<file path="config.mk">
export PLATFORM = sky130hd
export DESIGN_NAME = pclb_regs
export DESIGN_NICKNAME = d
export VERILOG_FILES = /design/src/pkg/pclb_pkg.sv /design/src/verilog/pclb_regs.sv /design/src/verilog/pclb_port_decode.sv
export SDC_FILE = /design/constraint.sdc
export NUM_CORES = 1
export LEC_CHECK = 0
export ABC_AREA = 1
export BUFFER_PORTS_ARGS = -buffer_cell sky130_fd_sc_hd__buf_2
export CAP_MARGIN = 40
export CORE_ASPECT_RATIO = 1.1
export CORE_MARGIN = 10
export CORE_UTILIZATION = 48
export CTS_BUF_LIST = sky130_fd_sc_hd__clkbuf_4 sky130_fd_sc_hd__clkbuf_8
export CTS_CLUSTER_SIZE = 40
export DETAILED_ROUTE_END_ITERATION = 7
export PLACE_DENSITY_LB_ADDON = 0.2
export REMOVE_ABC_BUFFERS = 1
export SETUP_SLACK_MARGIN = 0.2
export SYNTH_ARGS = -nofsm -noshare
export SYNTH_HDL_FRONTEND = slang
export SYNTH_SLANG_ARGS = --single-unit
</file>
<file path="constraint.sdc">
create_clock -name i_clk -period 1.4 [get_ports i_clk]
set_input_delay 0.14 -clock i_clk [delete_from_list [all_inputs] [get_ports i_clk]]
set_output_delay 0.14 -clock i_clk [all_outputs]
set_load 0.02 [all_outputs]
</file>
<file path="src/pkg/pclb_pkg.sv">
// Package with register map, field layout and reset values of the bank.
package pclb_pkg;
    // Register offsets.
    localparam logic [7:0] PCLB_OFS_PORT2 = 8'h23;
    localparam logic [7:0] PCLB_OFS_PORT1 = 8'h24;
    localparam logic [7:0] PCLB_OFS_PART = 8'hFD;
    localparam logic [7:0] PCLB_OFS_MAKER = 8'hFE;
    localparam logic [7:0] PCLB_OFS_STEP = 8'hFF;
    localparam logic [7:0] PCLB_OFS_RATION = 8'h22;
    // Field positions within a limit behaviour register.
    localparam int PCLB_VMIN_LSB = 6;
    localparam int PCLB_DLOAD_BIT = 5;
    localparam int PCLB_IMIN_LSB = 2;
    localparam int PCLB_RSV_LSB = 0;
    // Field positions within the ration configuration register.
    localparam int PCLB_RCLR1_BIT = 6;
    localparam int PCLB_RCLR2_BIT = 2;
    // Reset value of each limit behaviour register.
    localparam logic [7:0] PCLB_LIMIT_RST = 8'h96;
    // Identification values; arbitrary neutral values.
    localparam logic [7:0] PCLB_PART_CODE = 8'h5A;
    localparam logic [7:0] PCLB_MAKER_CODE = 8'hA5;
    localparam logic [7:0] PCLB_STEP_CODE = 8'h01;
    // Bus threshold in millivolts per select code.
    localparam logic [11:0] PCLB_VMIN_MV0 = 12'h5DC;
    localparam logic [11:0] PCLB_VMIN_MV1 = 12'h6D6;
    localparam logic [11:0] PCLB_VMIN_MV2 = 12'h7D0;
    localparam logic [11:0] PCLB_VMIN_MV3 = 12'h8CA;
    // Floor current in milliamps per select code.
    localparam logic [11:0] PCLB_IMIN_MA0 = 12'h064;
    localparam logic [11:0] PCLB_IMIN_MA1 = 12'h212;
    localparam logic [11:0] PCLB_IMIN_MA2 = 12'h3C0;
    localparam logic [11:0] PCLB_IMIN_MA3 = 12'h500;
    localparam logic [11:0] PCLB_IMIN_MA4 = 12'h640;
    localparam logic [11:0] PCLB_IMIN_MA5 = 12'h852;
endpackage : pclb_pkg

</file>
<file path="src/verilog/pclb_regs.sv">
`timescale 1ns/1ns
// Current-limit behaviour register bank with identification registers.

module pclb_regs
    import pclb_pkg::*;
(
    // Clock and reset.
    input wire logic i_clk,
    input wire logic i_rst,
    // Register access port from the serial interface.
    input wire logic i_wr,
    input wire logic i_rd,
    input wire logic [7:0] i_addr,
    input wire logic [7:0] i_wdata,
    output logic [7:0] o_rdata,
    output logic o_rvalid,
    // Device context.
    input wire logic i_sleep,
    input wire logic i_auto_discharge_enable,
    input wire logic i_port1_switch_enable,
    input wire logic i_port2_switch_enable,
    input wire logic i_port1_timed_discharge_request,
    input wire logic i_port2_timed_discharge_request,
    input wire logic i_timer_done,
    input wire logic i_other_alert1,
    input wire logic i_other_alert2,
    input wire logic i_ration_hit1,
    input wire logic i_ration_hit2,
    // Port 1 controls.
    output logic [11:0] o_port1_vmin_mv,
    output logic [11:0] o_port1_imin_ma,
    output logic o_port1_imin_valid,
    output logic o_port1_discharge_load,
    output logic o_port1_load_parallel,
    // Port 2 controls.
    output logic [11:0] o_port2_vmin_mv,
    output logic [11:0] o_port2_imin_ma,
    output logic o_port2_imin_valid,
    output logic o_port2_discharge_load,
    output logic o_port2_load_parallel,
    // Ration status and alerts.
    output logic o_charge_clear1,
    output logic o_charge_clear2,
    output logic o_ration1,
    output logic o_ration2,
    output logic o_alert1_n,
    output logic o_alert2_n
);
    import pclb_pkg::*;

    logic [7:0] p1_q, p1_d, p2_q, p2_d;
    logic [7:0] rdata_q, rdata_d;
    logic rvalid_q, rvalid_d;
    logic rat1_q, rat1_d, rat2_q, rat2_d;
    logic clr1_q, clr1_d, clr2_q, clr2_d;
    logic tdis1_q, tdis1_d, tdis2_q, tdis2_d;
    logic sync1_q, sync2_q;
    logic man1, man2;

    // Sleep level from the power manager is synchronised.
    always_ff @(posedge i_clk or posedge i_rst) begin
        if (i_rst) begin
            sync1_q <= 1'b0;
            sync2_q <= 1'b0;
        end else begin
            sync1_q <= i_sleep;
            sync2_q <= sync1_q;
        end
    end

    // Writable register next values and read data.
    always_comb begin
        p1_d = p1_q;
        p2_d = p2_q;
        rdata_d = rdata_q;
        rvalid_d = i_rd;
        clr1_d = 1'b0;
        clr2_d = 1'b0;
        if (sync2_q) begin
            p1_d = PCLB_LIMIT_RST;
            p2_d = PCLB_LIMIT_RST;
        end else if (i_wr) begin
            // Identification addresses fall through untouched.
            case (i_addr)
                PCLB_OFS_PORT2: p2_d = i_wdata;
                PCLB_OFS_PORT1: p1_d = i_wdata;
                PCLB_OFS_RATION: begin
                    clr1_d = i_wdata[PCLB_RCLR1_BIT];
                    clr2_d = i_wdata[PCLB_RCLR2_BIT];
                end
                default: begin
                end
            endcase
        end
        if (i_rd) begin
            case (i_addr)
                PCLB_OFS_PORT2: rdata_d = p2_q;
                PCLB_OFS_PORT1: rdata_d = p1_q;
                PCLB_OFS_PART: rdata_d = PCLB_PART_CODE;
                PCLB_OFS_MAKER: rdata_d = PCLB_MAKER_CODE;
                PCLB_OFS_STEP: rdata_d = PCLB_STEP_CODE;
                default: rdata_d = 8'h00;
            endcase
        end
    end

    // Ration status: clear wins only when no new hit arrives.
    always_comb begin
        rat1_d = i_ration_hit1 | (rat1_q & ~clr1_d);
        rat2_d = i_ration_hit2 | (rat2_q & ~clr2_d);
    end

    // Internally timed discharge: held from request until timer finishes.
    always_comb begin
        tdis1_d = i_port1_timed_discharge_request
            | (tdis1_q & ~i_timer_done);
        tdis2_d = i_port2_timed_discharge_request
            | (tdis2_q & ~i_timer_done);
    end

    // State registers.
    always_ff @(posedge i_clk or posedge i_rst) begin
        if (i_rst) begin
            p1_q <= PCLB_LIMIT_RST;
            p2_q <= PCLB_LIMIT_RST;
            rdata_q <= 8'h00;
            rvalid_q <= 1'b0;
            rat1_q <= 1'b0;
            rat2_q <= 1'b0;
            clr1_q <= 1'b0;
            clr2_q <= 1'b0;
            tdis1_q <= 1'b0;
            tdis2_q <= 1'b0;
        end else begin
            p1_q <= p1_d;
            p2_q <= p2_d;
            rdata_q <= rdata_d;
            rvalid_q <= rvalid_d;
            rat1_q <= rat1_d;
            rat2_q <= rat2_d;
            clr1_q <= clr1_d;
            clr2_q <= clr2_d;
            tdis1_q <= tdis1_d;
            tdis2_q <= tdis2_d;
        end
    end

    // Per-port field decoders.
    pclb_port_decode u_port1 (
        .i_reg(p1_q),
        .i_auto_dis(i_auto_discharge_enable),
        .i_switch_en(i_port1_switch_enable),
        .o_vmin_mv(o_port1_vmin_mv),
        .o_imin_ma(o_port1_imin_ma),
        .o_imin_valid(o_port1_imin_valid),
        .o_dload_on(man1),
        .o_dload_parallel(o_port1_load_parallel)
    );
    pclb_port_decode u_port2 (
        .i_reg(p2_q),
        .i_auto_dis(i_auto_discharge_enable),
        .i_switch_en(i_port2_switch_enable),
        .o_vmin_mv(o_port2_vmin_mv),
        .o_imin_ma(o_port2_imin_ma),
        .o_imin_valid(o_port2_imin_valid),
        .o_dload_on(man2),
        .o_dload_parallel(o_port2_load_parallel)
    );

    // Output drive; load on from manual or timed discharge.
    assign o_port1_discharge_load = man1 | tdis1_q;
    assign o_port2_discharge_load = man2 | tdis2_q;
    assign o_rdata = rdata_q;
    assign o_rvalid = rvalid_q;
    assign o_charge_clear1 = clr1_q;
    assign o_charge_clear2 = clr2_q;
    assign o_ration1 = rat1_q;
    assign o_ration2 = rat2_q;
    // Alert released only when no other indicator is active.
    assign o_alert1_n = ~(rat1_q | i_other_alert1);
    assign o_alert2_n = ~(rat2_q | i_other_alert2);
endmodule : pclb_regs

</file>
<file path="src/verilog/pclb_port_decode.sv">
`timescale 1ns/1ns
// Decoder that turns one port's limit register into its controls.
module pclb_port_decode
    import pclb_pkg::*;
(
    // Register contents and context.
    input wire logic [7:0] i_reg,
    input wire logic i_auto_dis,
    input wire logic i_switch_en,
    // Decoded controls.
    output logic [11:0] o_vmin_mv,
    output logic [11:0] o_imin_ma,
    output logic o_imin_valid,
    output logic o_dload_on,
    output logic o_dload_parallel
);
    logic [1:0] vsel;
    logic [2:0] isel;

    // Field extraction.
    assign vsel = i_reg[PCLB_VMIN_LSB +: 2];
    assign isel = i_reg[PCLB_IMIN_LSB +: 3];

    // Threshold and floor current tables.
    always_comb begin
        case (vsel)
            2'h0: o_vmin_mv = PCLB_VMIN_MV0;
            2'h1: o_vmin_mv = PCLB_VMIN_MV1;
            2'h2: o_vmin_mv = PCLB_VMIN_MV2;
            default: o_vmin_mv = PCLB_VMIN_MV3;
        endcase
        o_imin_valid = 1'b1;
        case (isel)
            3'h0: o_imin_ma = PCLB_IMIN_MA0;
            3'h1: o_imin_ma = PCLB_IMIN_MA1;
            3'h2: o_imin_ma = PCLB_IMIN_MA2;
            3'h3: o_imin_ma = PCLB_IMIN_MA3;
            3'h4: o_imin_ma = PCLB_IMIN_MA4;
            3'h5: o_imin_ma = PCLB_IMIN_MA5;
            default: begin
                o_imin_ma = 12'h000;
                o_imin_valid = 1'b0;
            end
        endcase
    end

    // Host-timed load holds while the bit is set, unless auto mode rules.
    assign o_dload_on = i_reg[PCLB_DLOAD_BIT] & ~i_auto_dis;
    assign o_dload_parallel = o_dload_on & i_switch_en;
endmodule : pclb_port_decode

</file>
==> run metrics <==
FFs w/ async S/R, synth 100.0%; crit-path max FO 3; Peak Freq 623.6 MHz; final setup vio count 34; Netlist cell types 27; Finished Core Util between 70% and 80%; GP Congestion approximately 0.8; xor/xnor share of the synthesized area 0%; sequential area share after synthesis between 30% and 40%; CTS Buffer Depth 2; Total Routing Usage GR 16.39%; post-synth top area share between 20% and 30%; critical path's slowest cell dfstp_2; Crit path top cell by count nor2_1; min-delay src i_ration_hit1; worst path bufs/invs 2; Mapped Area about 0.0021 mm²; PD cells around 740 mW/mm²; flops & latches, synth 33; Die W between 80 and 90 µm; Placed Cells 420; Finished Layout Cells about 460; Die Area roughly 0.0075 mm²; first-pass GRT wire length between 10 and 15 mm; area grow syn2layout 58.83%; Post-DP HPWL around 4.3 mm; worst hold path class input port to register; # port buffers 87; post-DR vias/cell 4.917; Critical Path RT 1.26 ns; share of layout cells above drive strength 1 a little over half; r2r setup slk ~0.15 ns; crit-path cells nor2_1 -> inv_1 -> nor2_2 -> nor2_1 -> o21ai_1 -> buf_4; failing checks negative setup slack; DRT antenna net count 0; Syn Inst Count ~290; Starting Density 49.78%; H-tree levels 2; commonest cells in the netlist nand2_1 (82), inv_1 (36), nand3_1 (31); # diodes 0; Clock Skew 0.004894 ns; YS warnings 0; DR iter-0 viols 250; vias 2,247; post-layout min period about 1.6 ns; Num Clock Sinks 33; delay-heaviest family, CP flip-flops; fill cell count about 280; Slew Limit Fails 0; Root Buffer clkbuf_8; critical register-to-register path endpoint o_rdata[4]; final clock period utilization by the worst path 114.5%; most frequent cell after synthesis nand2_1; core box area approximately 0.0043 mm²; IO Count 100; WL final 7.422 mm; Reg2Reg Launch Point p1_q[4]; hold path endpoint o_ration1; number of flops mapped to enable cells by yosys 0; Max Cap Violations 0; Top FF cell, synth dfrtp_1; post-synthesis mux area share 0%; worst stage delay on the critical path roughly 0.39 ns; number of hold violations in the final report 0; vias in the first global route 2,322; pin count of the biggest net entering global routing 34; status finished, violations left; leakage power roughly 1.9 nW; initial antenna violation count 0; simple-gate portion of the synthesized area 37.24%; Peak VDD IR approximately 0.75 mV; Synth Area in Compound Gates roughly 3.6%; worst reg2reg path depth 7; Num CTS Buffers 5; DRT Pass-1 Iters 4; Clock transition at path regs 0.07 ns; Residual DRC 0; WHS Path Cells 3; leading area contributor after synthesis dfrtp_1; slack of the critical path -0.2036 ns; Adder-Cell Fraction of Synth Area under 10%; DIE HEIGHT approximately 90 µm; mean post-synth cell area approximately 7.4 µm²; DR WL/cell between 15 and 20 µm; critical path class register to output port; largest family of logic cells by synthesized area simple AND/OR/NAND/NOR gates; TritonCTS clock tree built; row cnt 25; setup repair after global routing missed its margin true; crit path capture type output port; Final nets 441; gr ovfl total 0; Clk Latency, worst-skew pair just under 0.3 ns; synth top area cells dfrtp_1 (29%), nand2_1 (14%), dfstp_2 (9.9%); crit start category register; Data arrival, critical path between 1 and 1.5 ns
per-stage QoR:
stage | total power, W | instance area (µm²) | setup WS, ns | hold slack, ns | TNS (ns)
detailed placement | 0.001385 | 2540 | 0.01251 | 0.2499 | 0
CTS | 0.002428 | 3124 | -0.1473 | 0.02694 | -1.607
global placement | 0.001382 | 2540 | 0.04598 | 0.2485 | 0
global route | 0.002609 | 3388 | -0.2631 | 0.02702 | -3.910
finish | 0.002509 | 3388 | -0.2036 | 0.03145 | -2.571
floorplan | 0.001252 | 1999 | -0.3537 | 0.1714 | -0.5481
repair_timing:
| item | CTS | global route |
|---|---|---|
| pin swaps | 11 | 14 |
| setup buffers | 20 | 7 |
| endpoints found under the hold margin | 26 | 0 |
| hold buffers | 2 | 0 |
| gates resized for setup | 104 | 61 |
| setup endpoints to repair | 42 | 46 |
per-layer routing:
metal | vias to the layer above | GRT usage, % | routed length (µm)
li1 | 1076 | - | -
met1 | 1051 | 18.25 | 2974
met2 | 105 | 27.49 | 3780
met3 | 15 | 5.776 | 538
met4 | 0 | 6.983 | 127
met5 | - | 0 | 0
cells by family after synthesis:
group	Yosys count
flip-flops	33
AND/OR/NAND/NOR	168
adder cells (fa/ha/maj)	8
other	2
buffers and inverters	63
AO/OA/AOI/OAI	14
power breakdown:
part / internal [W] / total, W / switching (W)
Sequential: 0.000990 / 0.00101 / 0.0000223
Clock: 0.000600 / 0.000954 / 0.000355
Combinational: 0.000226 / 0.000542 / 0.000316
cell usage in the layout, fill, tap and decap left out, types with 9 or more instances in the layout:
master / instances
conb_1: 12
nand2_2: 12
buf_2: 48
buf_4: 29
nor2_1: 16
inv_1: 21
dfrtp_1: 21
inv_2: 13
buf_6: 42
nor2_4: 9
nand3_1: 23
nand2_1: 74
registers in the layout, indices dropped and copies added (netlist names):
| register | cells |
|---|---|
| o_rdata | 8 |
| p1_q | 8 |
| p2_q | 8 |
| o_charge_clear1 | 1 |
| o_charge_clear2 | 1 |
| o_ration1 | 1 |
| o_ration2 | 1 |
| o_rvalid | 1 |
| sync1_q | 1 |
| sync2_q | 1 |
| tdis1_q | 1 |
| tdis2_q | 1 |
cell type report:
class	instances	area, µm²	share of cell area [%]
Inverter	39	156.4	4.616
Clock buffer	7	90.09	2.659
Timing Repair Buffer	121	950.9	28.06
Sequential cell	33	840.8	24.82
Multi-Input combinational cell	202	1252	36.96
Tap cell	54	67.56	1.994
Clock inverter	1	30.03	0.8863
worst max path at each step:
stage,start,end,slack [ns],depth (start not counted)
after CTS,p1_q[7],o_port1_vmin_mv[2],-0.15,4
after global routing,p1_q[7],o_port1_vmin_mv[8],-0.26,5
after floorplan,p1_q[2],o_port1_imin_ma[9],-0.35,4
after global placement,p1_q[7],o_port1_vmin_mv[2],0.05,4
after detailed placement,p1_q[7],o_port1_vmin_mv[2],0.01,4
final,p1_q[2],o_port1_imin_ma[9],-0.20,6
worst reg2reg max path: cells and delay by family (launching register included):
| kind | cells | cell delay, ns |
|---|---|---|
| AND/OR/NAND/NOR | 4 | 0.29 |
| buffers and inverters | 3 | 0.33 |
| flip-flops | 1 | 0.57 |
(Power assumes the default switching activity.)
